<file path="config.mk">
export PLATFORM = sky130hd
export DESIGN_NAME = connection_timing_supervisor
export DESIGN_NICKNAME = d
export VERILOG_FILES = /design/src/hdl/conn_timing_pkg.sv /design/src/hdl/ms_tick_gen.sv /design/src/hdl/conn_ms_timer.sv /design/src/hdl/connection_timing_supervisor.sv
export VERILOG_INCLUDE_DIRS = /design/src /design/src/hdl
export SDC_FILE = /design/constraint.sdc
export NUM_CORES = 1
export LEC_CHECK = 0
export ABC_AREA = 1
export ABC_CLOCK_PERIOD_IN_PS = 3300
export BUFFER_PORTS_ARGS = -buffer_cell sky130_fd_sc_hd__buf_2
export CORE_UTILIZATION = 55
export CTS_CLUSTER_DIAMETER = 120
export DETAILED_ROUTE_END_ITERATION = 16
export HOLD_SLACK_MARGIN = 0.02
export PLACE_DENSITY_LB_ADDON = 0.2
export SYNTH_ARGS = -nofsm -noshare
export SYNTH_HDL_FRONTEND = slang
export SYNTH_HIERARCHICAL = 1
export SYNTH_SLANG_ARGS = --single-unit
</file>
<file path="constraint.sdc">
create_clock -name clk -period 3.3 [get_ports clk]
set_input_delay 0.165 -clock clk [delete_from_list [all_inputs] [get_ports clk]]
set_output_delay 0.165 -clock clk [all_outputs]
set_load 0.03 [all_outputs]
</file>
<file path="src/hdl/conn_timing_consts.svh">
// constants for the connection timing supervisor
`ifndef CONN_TIMING_CONSTS_SVH
`define CONN_TIMING_CONSTS_SVH

// ----------------------------------------
// timing
// ----------------------------------------
`define CLK_PERIOD_NS     100
`define MS_PERIOD_NS      1000000
`define CYC_PER_MS        ((`MS_PERIOD_NS + `CLK_PERIOD_NS - 1) / `CLK_PERIOD_NS)
`define TMR_RES_MS        1
`define WD_FIRST_MS       10000
`define WD_RATE_MULT      4

// ----------------------------------------
// attribute numbers
// ----------------------------------------
`define ATTR_STATE        8'h01
`define ATTR_PACKET_RATE  8'h09
`define ATTR_TIMEOUT_ACT  8'h0C
`define ATTR_INHIBIT      8'h11

// ----------------------------------------
// reset values and encodings
// ----------------------------------------
`define RATE_DEFAULT      16'h0000
`define INHIBIT_DEFAULT   16'h0000
`define TOACT_DEFAULT     8'h00
`define TOACT_HOLD        8'h00
`define TOACT_AUTO_DEL    8'h01
`define TOACT_AUTO_RST    8'h02
`define CLASS_2           4'h2
`define CLASS_3           4'h3
`define APPLY_ERR_INHIBIT 32'h0000_0011

`endif

</file>
<file path="src/hdl/conn_timing_pkg.sv">
// types shared by the connection timing supervisor
package conn_timing_pkg;

    typedef enum logic [3:0] {
        CS_NONE     = 4'b0001,
        CS_CONFIG   = 4'b0010,
        CS_ESTAB    = 4'b0100,
        CS_TIMEDOUT = 4'b1000
    } conn_state_t;

    typedef enum logic [2:0] {
        SVC_GET    = 3'h0,
        SVC_SET    = 3'h1,
        SVC_RESET  = 3'h2,
        SVC_DELETE = 3'h3,
        SVC_APPLY  = 3'h4,
        SVC_CREATE = 3'h5
    } svc_code_t;

    typedef struct packed {
        logic        valid;
        svc_code_t   code;
        logic [7:0]  attr;
        logic [15:0] data;
    } svc_req_t;

    typedef struct packed {
        logic        valid;
        logic        ok;
        logic [31:0] data;
    } svc_rsp_t;

    typedef struct packed {
        logic newData;
        logic retry;
        logic trigger;
        logic blocked;
    } prod_out_t;

endpackage

</file>
<file path="src/hdl/ms_tick_gen.sv">
// millisecond enable pulse from the system clock
`timescale 1ns/10ps
module ms_tick_gen
    import conn_timing_pkg::*;
#(
    parameter int DIV = 10000
)
(
    input  wire logic clk,
    input  wire logic sys_rst,
    output logic      tick
);
    localparam int CW = (DIV > 1) ? $clog2(DIV) : 1;

    typedef struct packed {
        logic [CW-1:0] cnt;
        logic          tick;
    } tick_state_t;

    tick_state_t st;
    tick_state_t next_st;

    always_comb
    begin
        next_st      = st;
        next_st.tick = 1'b0;
        if (st.cnt == CW'(DIV - 1))
        begin
            next_st.cnt  = '0;
            next_st.tick = 1'b1;
        end
        else
            next_st.cnt = st.cnt + CW'(1);
    end

    always_ff @(posedge clk)
    begin
        if (sys_rst)
            st <= '0;
        else
            st <= next_st;
    end

    assign tick = st.tick;
endmodule

</file>
<file path="src/hdl/conn_ms_timer.sv">
// loadable millisecond down-counter with expiry pulse
`timescale 1ns/10ps
module conn_ms_timer
    import conn_timing_pkg::*;
#(
    parameter int W = 18
)
(
    input  wire logic         clk,
    input  wire logic         sys_rst,
    input  wire logic         tick,
    input  wire logic         load,
    input  wire logic [W-1:0] loadVal,
    input  wire logic         stop,
    output logic [W-1:0]      count,
    output logic              running,
    output logic              expired
);
    typedef struct packed {
        logic [W-1:0] cnt;
        logic         exp;
    } tmr_state_t;

    tmr_state_t st;
    tmr_state_t next_st;

    // load beats stop beats counting; a load of zero leaves it idle
    always_comb
    begin
        next_st     = st;
        next_st.exp = 1'b0;
        if (load)
            next_st.cnt = loadVal;
        else if (stop)
            next_st.cnt = '0;
        else if (tick && st.cnt != '0)
        begin
            next_st.cnt = st.cnt - W'(1);
            next_st.exp = (st.cnt == W'(1));
        end
    end

    always_ff @(posedge clk)
    begin
        if (sys_rst)
            st <= '0;
        else
            st <= next_st;
    end

    assign count   = st.cnt;
    assign running = (st.cnt != '0);
    assign expired = st.exp;
endmodule

</file>
<file path="src/hdl/connection_timing_supervisor.sv">
// connection timing supervisor: trigger, watchdog and inhibit timers
`timescale 1ns/10ps
`include "conn_timing_consts.svh"

module connection_timing_supervisor
    import conn_timing_pkg::*;
#(
    parameter int CYC_PER_MS = `CYC_PER_MS,
    parameter int WD_W       = 18
)
(
    input  wire logic        clk,
    input  wire logic        sys_rst,
    input  wire logic        isServer,
    input  wire logic [3:0]  transport_class_select,
    input  wire logic [15:0] outbound_conn_identifier,
    input  wire logic [15:0] inbound_conn_identifier,
    input  wire svc_req_t    svcReq,
    output svc_rsp_t         svcRsp,
    output logic             applyToApp,
    input  wire logic        produceReq,
    input  wire logic        retryReq,
    input  wire logic        consumeValid,
    output prod_out_t        prodOut,
    output logic             rxProcess,
    output logic             timeoutEvent,
    output conn_state_t      connState,
    output logic             inhibitActive
);
    // ----------------------------------------
    // state
    // ----------------------------------------
    typedef struct packed {
        conn_state_t conn;
        logic [15:0] rate;
        logic [15:0] gap;
        logic [7:0]  toAct;
        svc_rsp_t    rsp;
        prod_out_t   prod;
        logic        rxProc;
        logic        toEvt;
        logic        applyOut;
    } sup_state_t;

    sup_state_t st;
    sup_state_t next_st;

    logic            tick;
    logic            trigLoad;
    logic            trigStop;
    logic [15:0]     trigVal;
    logic [15:0]     trigCount;
    logic            trigRun;
    logic            trigExp;
    logic            wdLoad;
    logic            wdStop;
    logic [WD_W-1:0] wdVal;
    logic [WD_W-1:0] wdCount;
    logic            wdRun;
    logic            wdExp;
    logic            inhLoad;
    logic            inhStop;
    logic [15:0]     inhCount;
    logic            inhRun;
    logic            consumer;
    logic            newGrant;
    logic [15:0]     setVal;

    // ----------------------------------------
    // helpers
    // ----------------------------------------
    // round up to the timer grain; saturates at the top of the field
    function automatic logic [15:0] roundUp(input logic [15:0] v);
        logic [16:0] s;
        s = (17'(v) + 17'(`TMR_RES_MS - 1)) / 17'(`TMR_RES_MS);
        s = s * 17'(`TMR_RES_MS);
        roundUp = s[16] ? 16'hFFFF : s[15:0];
    endfunction

    function automatic logic [WD_W-1:0] wdLater(input logic [15:0] r);
        wdLater = WD_W'(r) * WD_W'(`WD_RATE_MULT);
    endfunction

    function automatic logic [WD_W-1:0] wdFirst(input logic [15:0] r);
        logic [WD_W-1:0] m;
        m = wdLater(r);
        wdFirst = (m > WD_W'(`WD_FIRST_MS)) ? m : WD_W'(`WD_FIRST_MS);
    endfunction

    // servers and class 2/3 clients consume
    assign consumer = isServer
                    || transport_class_select == `CLASS_2
                    || transport_class_select == `CLASS_3;

    // ----------------------------------------
    // timers
    // ----------------------------------------
    ms_tick_gen #(.DIV(CYC_PER_MS)) u_tick
    (
        .clk     (clk),
        .sys_rst (sys_rst),
        .tick    (tick)
    );

    conn_ms_timer #(.W(16)) u_trig
    (
        .clk     (clk),
        .sys_rst (sys_rst),
        .tick    (tick),
        .load    (trigLoad),
        .loadVal (trigVal),
        .stop    (trigStop),
        .count   (trigCount),
        .running (trigRun),
        .expired (trigExp)
    );

    conn_ms_timer #(.W(WD_W)) u_wd
    (
        .clk     (clk),
        .sys_rst (sys_rst),
        .tick    (tick),
        .load    (wdLoad),
        .loadVal (wdVal),
        .stop    (wdStop),
        .count   (wdCount),
        .running (wdRun),
        .expired (wdExp)
    );

    conn_ms_timer #(.W(16)) u_inh
    (
        .clk     (clk),
        .sys_rst (sys_rst),
        .tick    (tick),
        .load    (inhLoad),
        .loadVal (st.gap),
        .stop    (inhStop),
        .count   (inhCount),
        .running (inhRun),
        .expired ()
    );

    // ----------------------------------------
    // next state
    // ----------------------------------------
    always_comb
    begin
        next_st          = st;
        next_st.rsp      = '0;
        next_st.prod     = '0;
        next_st.rxProc   = 1'b0;
        next_st.toEvt    = 1'b0;
        next_st.applyOut = 1'b0;
        trigLoad = 1'b0;
        trigStop = 1'b0;
        trigVal  = st.rate;
        wdLoad   = 1'b0;
        wdStop   = 1'b0;
        wdVal    = wdLater(st.rate);
        inhLoad  = 1'b0;
        inhStop  = 1'b0;
        setVal   = roundUp(svcReq.data);
        newGrant = produceReq && !inhRun;

        unique case (st.conn)
            CS_NONE,
            CS_CONFIG,
            CS_TIMEDOUT:
            begin
            end
            CS_ESTAB:
            begin
                if (produceReq && inhRun)
                    next_st.prod.blocked = 1'b1;
                if (newGrant)
                begin
                    next_st.prod.newData = 1'b1;
                    trigLoad = 1'b1;
                    // the inhibit timer takes gap only on this load, so a later change waits its turn
                    inhLoad  = !isServer && st.gap != 16'h0000;
                end
                if (retryReq)
                begin
                    next_st.prod.retry = 1'b1;
                    trigLoad = 1'b1;
                end
                if (trigExp && !newGrant && !retryReq)
                begin
                    next_st.prod.trigger = 1'b1;
                    trigLoad = 1'b1;
                end
                if (wdExp)
                begin
                    next_st.toEvt = 1'b1;
                    unique case (st.toAct)
                        `TOACT_AUTO_DEL:
                        begin
                            next_st.conn = CS_NONE;
                            // a same-cycle production must not re-arm a deleted link
                            trigLoad = 1'b0;
                            inhLoad  = 1'b0;
                            trigStop = 1'b1;
                            inhStop  = 1'b1;
                        end
                        `TOACT_AUTO_RST:
                            wdLoad = 1'b1;
                        default:
                            next_st.conn = CS_TIMEDOUT;
                    endcase
                end
                else if (consumeValid && consumer)
                    wdLoad = 1'b1;
                // processing flag rises on the same edge as the restart
                next_st.rxProc = consumeValid;
            end
            default:
                next_st.conn = CS_NONE;
        endcase

        if (svcReq.valid)
        begin
            next_st.rsp.valid = 1'b1;
            if (st.conn == CS_NONE)
            begin
                if (svcReq.code == SVC_CREATE)
                begin
                    next_st.rsp.ok = 1'b1;
                    next_st.conn   = CS_CONFIG;
                    next_st.rate   = `RATE_DEFAULT;
                    next_st.gap    = `INHIBIT_DEFAULT;
                    next_st.toAct  = `TOACT_DEFAULT;
                end
            end
            else
            begin
                unique case (svcReq.code)
                    SVC_GET:
                    begin
                        next_st.rsp.ok = 1'b1;
                        unique case (svcReq.attr)
                            `ATTR_STATE:       next_st.rsp.data = 32'(st.conn);
                            `ATTR_PACKET_RATE: next_st.rsp.data = 32'(st.rate);
                            `ATTR_TIMEOUT_ACT: next_st.rsp.data = 32'(st.toAct);
                            `ATTR_INHIBIT:     next_st.rsp.data = 32'(st.gap);
                            default:           next_st.rsp.ok   = 1'b0;
                        endcase
                    end
                    SVC_SET:
                    begin
                        unique case (svcReq.attr)
                            `ATTR_PACKET_RATE:
                            begin
                                next_st.rsp.ok   = 1'b1;
                                next_st.rsp.data = 32'(setVal);
                                next_st.rate     = setVal;
                                if (st.conn == CS_ESTAB)
                                begin
                                    trigLoad = 1'b1;
                                    trigVal  = setVal;
                                    wdLoad   = consumer && setVal != 16'h0000;
                                    wdStop   = !wdLoad;
                                    wdVal    = wdLater(setVal);
                                end
                            end
                            `ATTR_INHIBIT:
                            begin
                                next_st.rsp.ok   = 1'b1;
                                next_st.rsp.data = 32'(setVal);
                                next_st.gap      = setVal;
                            end
                            `ATTR_TIMEOUT_ACT:
                            begin
                                next_st.rsp.ok = svcReq.data <= 16'(`TOACT_AUTO_RST);
                                if (next_st.rsp.ok)
                                    next_st.toAct = svcReq.data[7:0];
                            end
                            default:
                                next_st.rsp.ok = 1'b0;
                        endcase
                    end
                    SVC_RESET:
                    begin
                        next_st.rsp.ok = 1'b1;
                        if (st.conn == CS_ESTAB || st.conn == CS_TIMEDOUT)
                        begin
                            next_st.conn = CS_ESTAB;
                            wdLoad       = consumer && st.rate != 16'h0000;
                            wdVal        = wdLater(st.rate);
                        end
                    end
                    SVC_DELETE:
                    begin
                        next_st.rsp.ok = 1'b1;
                        next_st.conn   = CS_NONE;
                        next_st.prod   = '0;
                        trigLoad = 1'b0;
                        wdLoad   = 1'b0;
                        inhLoad  = 1'b0;
                        trigStop = 1'b1;
                        wdStop   = 1'b1;
                        inhStop  = 1'b1;
                    end
                    SVC_APPLY:
                    begin
                        if (st.conn != CS_CONFIG)
                            next_st.rsp.ok = 1'b0;
                        else if (st.rate != 16'h0000 && st.rate < st.gap)
                            next_st.rsp.data = `APPLY_ERR_INHIBIT;
                        else
                        begin
                            next_st.rsp.ok   = 1'b1;
                            next_st.rsp.data = {outbound_conn_identifier,
                                                inbound_conn_identifier};
                            next_st.applyOut = 1'b1;
                            next_st.conn     = CS_ESTAB;
                            trigLoad = 1'b1;
                            wdLoad   = consumer && st.rate != 16'h0000;
                            wdVal    = wdFirst(st.rate);
                        end
                    end
                    default:
                        next_st.rsp.ok = 1'b0;
                endcase
            end
        end
    end

    always_ff @(posedge clk)
    begin
        if (sys_rst)
        begin
            st       <= '0;
            st.conn  <= CS_NONE;
            st.toAct <= `TOACT_DEFAULT;
        end
        else
            st <= next_st;
    end

    assign svcRsp        = st.rsp;
    assign applyToApp    = st.applyOut;
    assign prodOut       = st.prod;
    assign rxProcess     = st.rxProc;
    assign timeoutEvent  = st.toEvt;
    assign connState     = st.conn;
    assign inhibitActive = inhRun;
endmodule

</file>
==> results of run 1 <==
-- placed cells by master (no fill, tap or decap), types with 13 or more instances in the layout --
master and instances:
o21ai_1 42, a21oi_1 95, inv_1 206, clkbuf_16 17, nand2_1 368, nor2_2 26, nor2_1 270, dlygate4sd3_1 34
ha_1 20, inv_2 13, o21ai_0 76, buf_4 19, o22ai_1 14, nand4_1 29, dfxtp_1 152, nand3_1 101
buf_2 114, nor3b_1 16
-- sequential cells by signal, indices dropped and copies added (netlist names) --
name / count
st: 40
u_tick/tick: 1
connState: 4
svcRsp: 34
rxProcess: 1
prodOut: 4
u_wd/expired: 1
u_wd/count: 18
u_inh/count: 16
u_trig/count: 16
applyToApp: 1
timeoutEvent: 1
u_tick/st: 14
u_trig/expired: 1
-- routing by layer --
metal | up-vias | share of wire, %
met5 | - | 0
met4 | 0 | 2.8
met3 | 67 | 8.0
met2 | 448 | 44
met1 | 4983 | 45
li1 | 5439 | -
-- worst max-delay path by stage --
stage	slack (ns)	cells past startpoint	to	startpoint
final	0.26	18	u_trig/count[4]$_SDFFE_PP0P_	st[60]$_SDFFE_PP0P_
after global routing	0.02	18	u_trig/count[4]$_SDFFE_PP0P_	st[60]$_SDFFE_PP0P_
after CTS	0.27	18	u_wd/count[1]$_SDFFE_PP0P_	st[60]$_SDFFE_PP0P_
after detailed placement	0.29	18	u_wd/count[16]$_SDFFE_PP0P_	st[60]$_SDFFE_PP0P_
after global placement	0.36	15	u_trig/count[3]$_SDFFE_PP0P_	u_inh/count[0]$_SDFFE_PP0P_
after floorplan	0.43	18	u_inh/count[4]$_SDFFE_PP0P_	u_inh/count[0]$_SDFFE_PP0P_
-- worst max-delay path, stage by stage, from the launching register on --
cell	delay, ns
dfxtp_1	0.38
inv_1	0.08
ha_1	0.31
a21o_1	0.18
o21ai_0	0.24
nand2_1	0.08
nor2_1	0.12
nand2_1	0.11
nand2_1	0.16
nand2_1	0.07
o21ai_0	0.09
o31ai_1	0.15
or2_1	0.29
clkinv_2	0.20
buf_12	0.19
nand2_1	0.06
o21ai_1	0.11
nor2_1	0.06
nor2_1	0.09
-- where the power goes --
group | switching, mW | internal (mW)
Clock | 0.830 | 1.16
Sequential | 0.0326 | 1.86
Combinational | 0.405 | 0.230
Total | 1.27 | 3.25
-- area by class of cell --
type                       instances  area, um^2  share of cell area [%]
clock inverter                    10       120.1                   1.019
sequential                       152        3043                   25.81
multi-input combinational       1182        5903                   50.07
tap                              234       292.8                   2.483
timing repair buffer             168        1074                   9.105
clock buffer                      22       464.2                   3.937
inverter                         230       893.4                   7.577
-- repair_timing --
action,in CTS,in global routing
hold buffers,34,0
resized for setup,0,1
setup endpoints to repair,0,9
setup buffers,0,4
hold endpoints to repair,34,0
==> impl_results.md, run 1 <==
* Post-layout util at 63.03%
* Min-delay src: inbound_conn_identifier[0]
* Worst path required time at 3.66 ns
* Die extent in x at 140.1 um
* Worst-case clock skew at 0.009843 ns
* Global-route met2 utilization at 50.55%
* GPL Wtd Cong at 0.9873
* Final WL at 31,290 um
* Starting Density at 56.06%
* Worst-skew pair later-pin latency at 0.43 ns
* Slew Viols, Final at 0
* Worst R2R Path Depth at 18
* Reg-to-reg startpoint: st[60]$_SDFFE_PP0P_
* CTS tree: built
* Final nets at 1,842
* Nature of the critical path endpoint: flip-flop
* Tcrit/Tclk final at 92.27%
* RSZ-0062 raised after global routing: false
* Outcome: completed
* Worst Path Arrival at 3.41 ns
* Final hold violations at 0
* Reg2reg setup slack at 0.26 ns
* Yosys warns at 6
* # setup viols final at 0
* Worst Hold Path Cells at 3
* WHS Endpoint: svcRsp[0]$_SDFF_PP0_
* Fill cells at 1,797
* Peak VDD IR at 0.3589 mV
* Number of global-route vias before repair at 10,072
* P&R area growth vs syn at 12.43%
* Final Power at 4.519 mW
* Worst slack at placement at 0.2869 ns
* Cts bufs inserted at 17
* Pwr Density at 383.3 mW/mm^2
* Largest net degree at the start of global routing at 32
* Die Span Y at 140.1 um
* Global Route Usage Sum at 32.20%
* Ant diodes at 0
* Hold_ws at 0.09491 ns
* Avg Cell Area, Syn at 6.344 um^2
* Inst Count DP at 1,928
* Die area at 0.01962 mm^2
* Maxcap violations at 0
* Clock-pin slew of the registers on the worst-case setup and hold paths at 0.06 ns
* Post-Synthesis Cells at 1,653
* Clk Tree Root Cell: clkbuf_16
* Worst setup path class: flip-flop to flip-flop
* Ratio of cells with drive above 1 in the final layout at 15.31%
* Port bufs at 114
* DRT antenna net count at 0
* Post-DP HPWL at 23,140 um
* Post-route cell area at 0.01179 mm^2
* GRT met3 Usage at 6.222%
* Vias/cell at 5.474
* Leakage at 5.617 nW
* Worst R2R End: u_trig/count[4]$_SDFFE_PP0P_
* Final WS setup at 0.2553 ns
* Via Count at 10,937
* Gr ovfl total at 0
* Drt drc at 0
* Antenna violations before repair at 0
* GRT Max-Usage Layer: met2
* Maximum clock frequency at 0.3284 GHz
* # IOs at 116
* First-pass GRT wire length at 49,980 um
* Clock buffer depth at 2
* DR WL/cell at 15.66 um
* DR iter-0 viols at 962
* Worst slew margin at 30.30%
* Worst min-delay path class: primary input to flip-flop
* Met1 Use GR at 43.60%
* Setup TNS at 0 ns
* Clock sinks at 152
* Rows at 50
* Setup crit start kind: flip-flop
* # H-tree levels at 4
* Post-placement cell area at 0.01083 mm^2
* Worst Tran Pin Value at 1.044 ns
* Pre-antenna DRT Iters at 6
* Worst Path Max Fanout at 21
* Post-Synthesis Cell Area at 0.01049 mm^2
* Fin crit period at 3.045 ns
* Placeable core region at 0.01871 mm^2
* Fin cells at 1,998
(Power assumes the default switching activity.)
==> run 2: changes to the inputs <==
--- a/config.mk
+++ b/config.mk
@@ -9,11 +9,12 @@
 export ABC_AREA = 1
 export ABC_CLOCK_PERIOD_IN_PS = 3300
 export BUFFER_PORTS_ARGS = -buffer_cell sky130_fd_sc_hd__buf_2
-export CORE_UTILIZATION = 55
+export CORE_UTILIZATION = 46
 export CTS_CLUSTER_DIAMETER = 120
 export DETAILED_ROUTE_END_ITERATION = 16
 export HOLD_SLACK_MARGIN = 0.02
 export PLACE_DENSITY_LB_ADDON = 0.2
+export SLEW_MARGIN = 5
 export SYNTH_ARGS = -nofsm -noshare
 export SYNTH_HDL_FRONTEND = slang
 export SYNTH_HIERARCHICAL = 1
==> impl_results.md, run 2 (synthesis results as in run 1) <==
* Worst Tran Pin Value at 1.248 ns (+0.2042 ns)
* RSZ-0062 raised after global routing: false
* # setup viols final at 0 (unchanged)
* Commonest non-fill, non-tap cell in the layout: nand2_1
* Commonest non-fill, non-tap cells in the layout: nand2_1, nor2_1, inv_1
* Final WS setup at 0.2761 ns (+0.02089 ns)
* Clock buffer depth at 2 (unchanged)
* Worst-case clock skew at 0.009422 ns (-0.0004210 ns)
* First-pass GRT wire length at 50,900 um (+1.9%)
* Maximum clock frequency at 0.3307 GHz (+0.69%)
* Via Count at 10,781 (-1.4%)
* Global-route met2 utilization at 43.40% (-7.1 points)
* DR WL/cell at 15.50 um (-1.0%)
* Starting Density at 47.46% (-8.6 points)
* Clk Tree Root Cell: clkbuf_16
* GRT met3 Usage at 4.735% (-1.5 points)
* Tcrit/Tclk final at 91.63% (-0.63 points)
* Slew Viols, Final at 0 (unchanged)
* Outcome: completed
* Nature of the critical path endpoint: flip-flop
* Worst slack at placement at 0.2242 ns (-0.06265 ns)
* Global Route Usage Sum at 27.54% (-4.7 points)
* Port bufs at 114 (unchanged)
* DRT antenna net count at 0 (unchanged)
* Pre-antenna DRT Iters at 7 (+1)
* # H-tree levels at 4 (unchanged)
* Final nets at 1,847 (+0.27%)
* Fin crit period at 3.024 ns (-0.02089 ns)
* Cts bufs inserted at 17 (unchanged)
* Worst path required time at 3.66 ns (about the same)
* Crit-path cells: inv_1 -> ha_1 -> a21o_1 -> o21ai_0 -> nand2_1 -> nor2_1 -> nand2_1 -> nand2_1 -> nand2_1 -> nand2_1 -> nand2_1 -> nand2_1 -> nand2_1 -> nor2_8 -> clkinvlp_4 -> nor3_1 -> o21ai_0 -> a21oi_1
* Worst Path Max Fanout at 7 (-67%)
* Rows at 54 (+8.0%)
* Crit path top cell by count: nand2_1
* Maxcap violations at 0 (unchanged)
* Setup TNS at 0 ns (unchanged)
* Worst Path Arrival at 3.39 ns (-0.02 ns)
* Inst Count DP at 1,979 (+2.6%)
* Antenna violations before repair at 1 (+1)
* Leakage at 5.656 nW (+0.70%)
* Die Span Y at 153.0 um (+9.2%)
* Worst-skew pair later-pin latency at 0.44 ns (about the same)
* # IOs at 116 (unchanged)
* Worst min-delay path class: primary input to flip-flop
* Die extent in x at 153.0 um (+9.2%)
* Worst setup path class: flip-flop to flip-flop
* Post-DP HPWL at 23,920 um (+3.4%)
* Ratio of cells with drive above 1 in the final layout at 15.77% (+0.47 points)
* GPL Wtd Cong at 1.016 (+2.9%)
* Clock sinks at 152 (unchanged)
* Placeable core region at 0.02209 mm^2 (+18%)
* Number of global-route vias before repair at 9,856 (-2.1%)
* Register bank with the most flops: st
* Vias/cell at 5.259 (-3.9%)
* Die area at 0.02340 mm^2 (+19%)
* Slowest stage delay, CP at 0.39 ns (about the same)
* Post-placement cell area at 0.01092 mm^2 (+0.76%)
* P&R area growth vs syn at 13.53%
* Worst path buffer plus inverter count at 2 (-1)
* Fin cells at 2,050 (+2.6%)
* Met1 Use GR at 38.32% (-5.3 points)
* Setup crit start kind: flip-flop
* Worst slew margin at 16.69% (-14 points)
* Max reg flops at 40 (unchanged)
* Final hold violations at 0 (unchanged)
* DR iter-0 viols at 898 (-6.7%)
* Drt drc at 0 (unchanged)
* CTS tree: built
* Clock-pin slew of the registers on the worst-case setup and hold paths at 0.07 ns (about the same)
* Post-route cell area at 0.01191 mm^2 (+0.98%)
* Largest net degree at the start of global routing at 43 (+34%)
* Final WL at 31,770 um (+1.5%)
* Delay-heaviest family, CP: simple AND/OR/NAND/NOR gates
* GRT Max-Usage Layer: met2
* Pwr Density at 381.0 mW/mm^2 (-0.61%)
* Crit-path slowest cell: dfxtp_1
* Gr ovfl total at 0 (unchanged)
* Peak VDD IR at 0.3805 mV (+6.0%)
-- run 2: cell count changes in the layout (fill, tap and decap cells not counted) --
cell | previous run | this run
buf_4 | 19 | 24
clkbuf_1 | 3 | 1
clkbuf_8 | 2 | 3
clkinv_2 | 3 | 5
clkinv_4 | 3 | 4
clkinvlp_4 | 5 | 3
diode_2 | 0 | 1
inv_1 | 206 | 205
inv_6 | 2 | 3
nor2_1 | 270 | 269
nor2_2 | 26 | 27
-- run 2: through the flow --
stage / total power [mW] / utilization (%) / hold WS (ns)
3_5_place_dp: 2.524 / 49.41 / 0.4095
5_1_grt: 4.714 / 53.88 / 0.1432
2_1_floorplan: 2.354 / - / 0.2274
6_report: 4.535 / 53.88 / 0.1445
4_1_cts: 4.540 / 53.62 / 0.1351
3_3_place_gp: 2.516 / 49.41 / 0.4204
-- run 2: path summary, 6_finish.rpt --
path / from / end / slack [ns] / depth (start not counted)
max: st[60]$_SDFFE_PP0P_ / u_wd/count[16]$_SDFFE_PP0P_ / 0.28 / 18
min: svcReq[27] / connState[1]$_SDFF_PP0_ / 0.14 / 3
max reg2reg: st[60]$_SDFFE_PP0P_ / u_wd/count[16]$_SDFFE_PP0P_ / 0.28 / 18
min reg2reg: st[46]$_SDFFE_PP0P_ / st[46]$_SDFFE_PP0P_ / 0.45 / 2
-- run 2: worst reg2reg max path, cell delays in order (launching register included) --
cell,delay [ns]
dfxtp_1,0.39
inv_1,0.09
ha_1,0.31
a21o_1,0.18
o21ai_0,0.22
nand2_1,0.08
nor2_1,0.13
nand2_1,0.12
nand2_1,0.17
nand2_1,0.11
nand2_1,0.08
nand2_1,0.05
nand2_1,0.05
nand2_1,0.13
nor2_8,0.16
clkinvlp_4,0.19
nor3_1,0.21
o21ai_0,0.11
a21oi_1,0.16
-- run 2: area by class of cell --
| type | instances | area (um^2) |
|---|---|---|
| tap | 280 | 350.3 |
| clock inverter | 11 | 121.4 |
| clock buffer | 21 | 470.5 |
| inverter | 230 | 900.9 |
| timing repair buffer | 173 | 1111 |
| sequential | 152 | 3043 |
| antenna | 1 | 2.502 |
| multi-input combinational | 1182 | 5906 |
| fill | 2257 | 10190 |
-- run 2: metal layers --
layer  vias to the layer above  wire, um
li1                       5451         -
met1                      4898     14740
met2                       387     14100
met3                        45      2302
met4                         0       627
met5                         -         0
-- run 2: timing repair --
action / 4_1_cts / 5_1_grt
gates resized for setup: 0 / 5
setup buffers: 0 / 4
hold buffers: 34 / 0
setup endpoints to repair: 0 / 32
hold endpoints to repair: 34 / 0
-- run 2: report_power, final --
group	switching, mW	leakage, nW	total [mW]	internal, mW
Sequential	0.0317	1.23	1.90	1.86
Clock	0.829	0.289	2.00	1.17
Combinational	0.405	4.14	0.637	0.232
Total	1.27	5.66	4.54	3.27
==> run 3: changes to the inputs <==
--- a/config.mk
+++ b/config.mk
@@ -7,7 +7,7 @@
 export NUM_CORES = 1
 export LEC_CHECK = 0
 export ABC_AREA = 1
-export ABC_CLOCK_PERIOD_IN_PS = 3300
+export ABC_CLOCK_PERIOD_IN_PS = 3410
 export BUFFER_PORTS_ARGS = -buffer_cell sky130_fd_sc_hd__buf_2
 export CORE_UTILIZATION = 46
 export CTS_CLUSTER_DIAMETER = 120
==> constraint.sdc (replaced) <==
create_clock -name clk -period 3.41 [get_ports clk]
set_input_delay 0.1705 -clock clk [delete_from_list [all_inputs] [get_ports clk]]
set_output_delay 0.1705 -clock clk [all_outputs]
set_load 0.03 [all_outputs]
==> impl_results.md, run 3 (synthesis results as in run 1) <==
* Outcome: completed
* Clock buffer depth at 2 (unchanged)
* Worst slack at placement at 0.2952 ns (+0.07100 ns)
* # H-tree levels at 4 (unchanged)
* Crit-path slowest cell: dfxtp_1
* Maximum clock frequency at 0.3184 GHz (-3.7%)
* Hold_ws at 0.1204 ns (-0.02404 ns)
* Final Power at 4.259 mW (-6.1%)
* Pre-antenna DRT Iters at 5 (-2)
* Leakage at 5.605 nW (-0.90%)
* Inst Count DP at 1,977 (-0.10%)
* Via Count at 10,803 (+0.20%)
* Crit path top cell by count: nor2_1
* Final hold violations at 0 (unchanged)
* Drt drc at 0 (unchanged)
* Worst-case clock skew at 0.007766 ns (-0.001656 ns)
* Clock-pin slew of the registers on the worst-case setup and hold paths at 0.07 ns (about the same)
* Comb power frac at 14.3% (+0.3 points)
* Port bufs at 114 (unchanged)
* Largest net degree at the start of global routing at 43 (unchanged)
* Worst min-delay path class: primary input to flip-flop
* Placeable core region at 0.02209 mm^2 (unchanged)
* Clock sinks at 152 (unchanged)
* DR iter-0 viols at 943 (+5.0%)
* Worst slew margin at 15.68% (-1.0 points)
* P&R area growth vs syn at 12.52%
* Max reg flops at 40 (unchanged)
* Pwr Density at 361.0 mW/mm^2 (-5.2%)
* RSZ-0062 raised after global routing: false
* Ratio of cells with drive above 1 in the final layout at 15.20% (-0.57 points)
* Fin cells at 2,044 (-0.29%)
* Tcrit/Tclk final at 92.09% (+0.46 points)
* Starting Density at 47.46% (unchanged)
* DR WL/cell at 15.85 um (+2.3%)
* Register bank with the most flops: st
* Final nets at 1,841 (-0.32%)
* DRT antenna net count at 0 (unchanged)
* Cts bufs inserted at 17 (unchanged)
* GPL Wtd Cong at 0.9661 (-4.9%)
* Slew Viols, Final at 0 (unchanged)
* First-pass GRT wire length at 52,140 um (+2.4%)
* Worst Path Max Fanout at 23 (+16)
* Die extent in x at 153.0 um (unchanged)
* CTS tree: built
* NetSw at 1.218 mW (-3.7%)
* Global Route Usage Sum at 28.13% (+0.59 points)
* Final WS setup at 0.2697 ns (-0.006421 ns)
* Worst-skew pair later-pin latency at 0.43 ns (about the same)
* Rows at 54 (unchanged)
* Vias/cell at 5.285 (+0.50%)
* Die area at 0.02340 mm^2 (unchanged)
* Cell Int Power at 3.040 mW (-7.0%)
* Clk Tree Root Cell: clkbuf_16
* # setup viols final at 0 (unchanged)
* Clk network pwr share at 42.6% (-1.5 points)
* Worst Tran Pin Value at 1.263 ns (+0.01513 ns)
* Maxcap violations at 0 (unchanged)
* Worst setup path class: flip-flop to flip-flop
* Commonest non-fill, non-tap cells in the layout: nand2_1, nor2_1, inv_1
* Number of global-route vias before repair at 10,007 (+1.5%)
* # IOs at 116 (unchanged)
* Die Span Y at 153.0 um (unchanged)
* Crit-path cells: nor2_2 -> nand3_4 -> inv_6 -> nor2_8 -> inv_4 -> nor2_1 -> inv_1 -> nor2_1 -> inv_1 -> nand2_1 -> or2_1 -> clkinv_2 -> buf_4 -> nand2_1 -> nor2_1 -> nor2_1 -> nor2_1
* Slowest stage delay, CP at 0.44 ns (+0.05 ns)
* Post-DP HPWL at 24,170 um (+1.0%)
* Sw frac at 28.61% (+0.71 points)
* Antenna violations before repair at 1 (unchanged)
* Nature of the critical path endpoint: flip-flop
* Fin crit period at 3.140 ns (+0.1164 ns)
* Register share of total power at 43.1% (+1.3 points)
* Worst Path Arrival at 3.47 ns (+0.08 ns)
* Final WL at 32,390 um (+2.0%)
* Setup TNS at 0 ns (unchanged)
* Reg2reg setup slack at 0.27 ns (about the same)
* Setup crit start kind: flip-flop
* Commonest non-fill, non-tap cell in the layout: nand2_1
* Gr ovfl total at 0 (unchanged)
* Peak VDD IR at 0.3114 mV (-18%)
* Worst path required time at 3.74 ns (+0.08 ns)
==> run 3: worst max-delay path, delay by kind of cell (launching register included) <==
kind	cells	cell delay (ns)
buffers and inverters	6	0.98
flip-flops	1	0.44
AND/OR/NAND/NOR	11	1.58
==> run 3: repair_timing <==
item | 4_1_cts | 5_1_grt
endpoints found under the hold margin | 35 | 0
hold buffers | 34 | 0
setup endpoints to repair | 0 | 10
buffers inserted | 0 | 0
resized for setup | 0 | 1
==> run 3: routing by layer <==
metal	vias up	share of wire, %	global-route usage (%)
li1	5439	-	-
met1	4937	47	38.55
met2	371	44	43.91
met3	56	6.9	5.217
met4	0	2.6	10.34
met5	-	0	0
==> run 3: metrics by stage <==
| step | instance area [um^2] | util [%] |
|---|---|---|
| 2_1_floorplan | 10490 | - |
| 3_3_place_gp | 10900 | 49.34 |
| 3_5_place_dp | 10900 | 49.34 |
| 4_1_cts | 11800 | 53.39 |
| 5_1_grt | 11800 | 53.40 |
| 6_report | 11800 | 53.40 |
==> run 3: area by class of cell <==
cell class              count  area [um^2]
well taps                 280        350.3
multi-input cells        1182         5901
inverters                 230        894.6
clock inverters             8        62.56
fillers                  2278        10290
diodes                      1        2.502
clock buffers              24        491.7
flip-flops and latches    152         3043
repair buffers            167         1054
==> run 3: final timing paths <==
path,start,end,depth (start not counted)
worst min-delay path,inbound_conn_identifier[0],svcRsp[0]$_SDFF_PP0_,3
worst max register to register,connState[3]$_SDFF_PP0_,u_trig/count[10]$_SDFFE_PP0P_,17
worst min register to register,st[46]$_SDFFE_PP0P_,st[46]$_SDFFE_PP0P_,2
worst max-delay path,connState[3]$_SDFF_PP0_,u_trig/count[10]$_SDFFE_PP0P_,17
==> run 3: power groups by stage <==
stage / registers [mW] / clock network (mW) / logic [mW]
CTS: 1.83 / 1.85 / 0.602
global placement: 1.87 / 0 / 0.560
floorplan: 1.87 / 0 / 0.413
global route: 1.84 / 1.93 / 0.680
detailed placement: 1.87 / 0 / 0.567
finish: 1.84 / 1.81 / 0.611
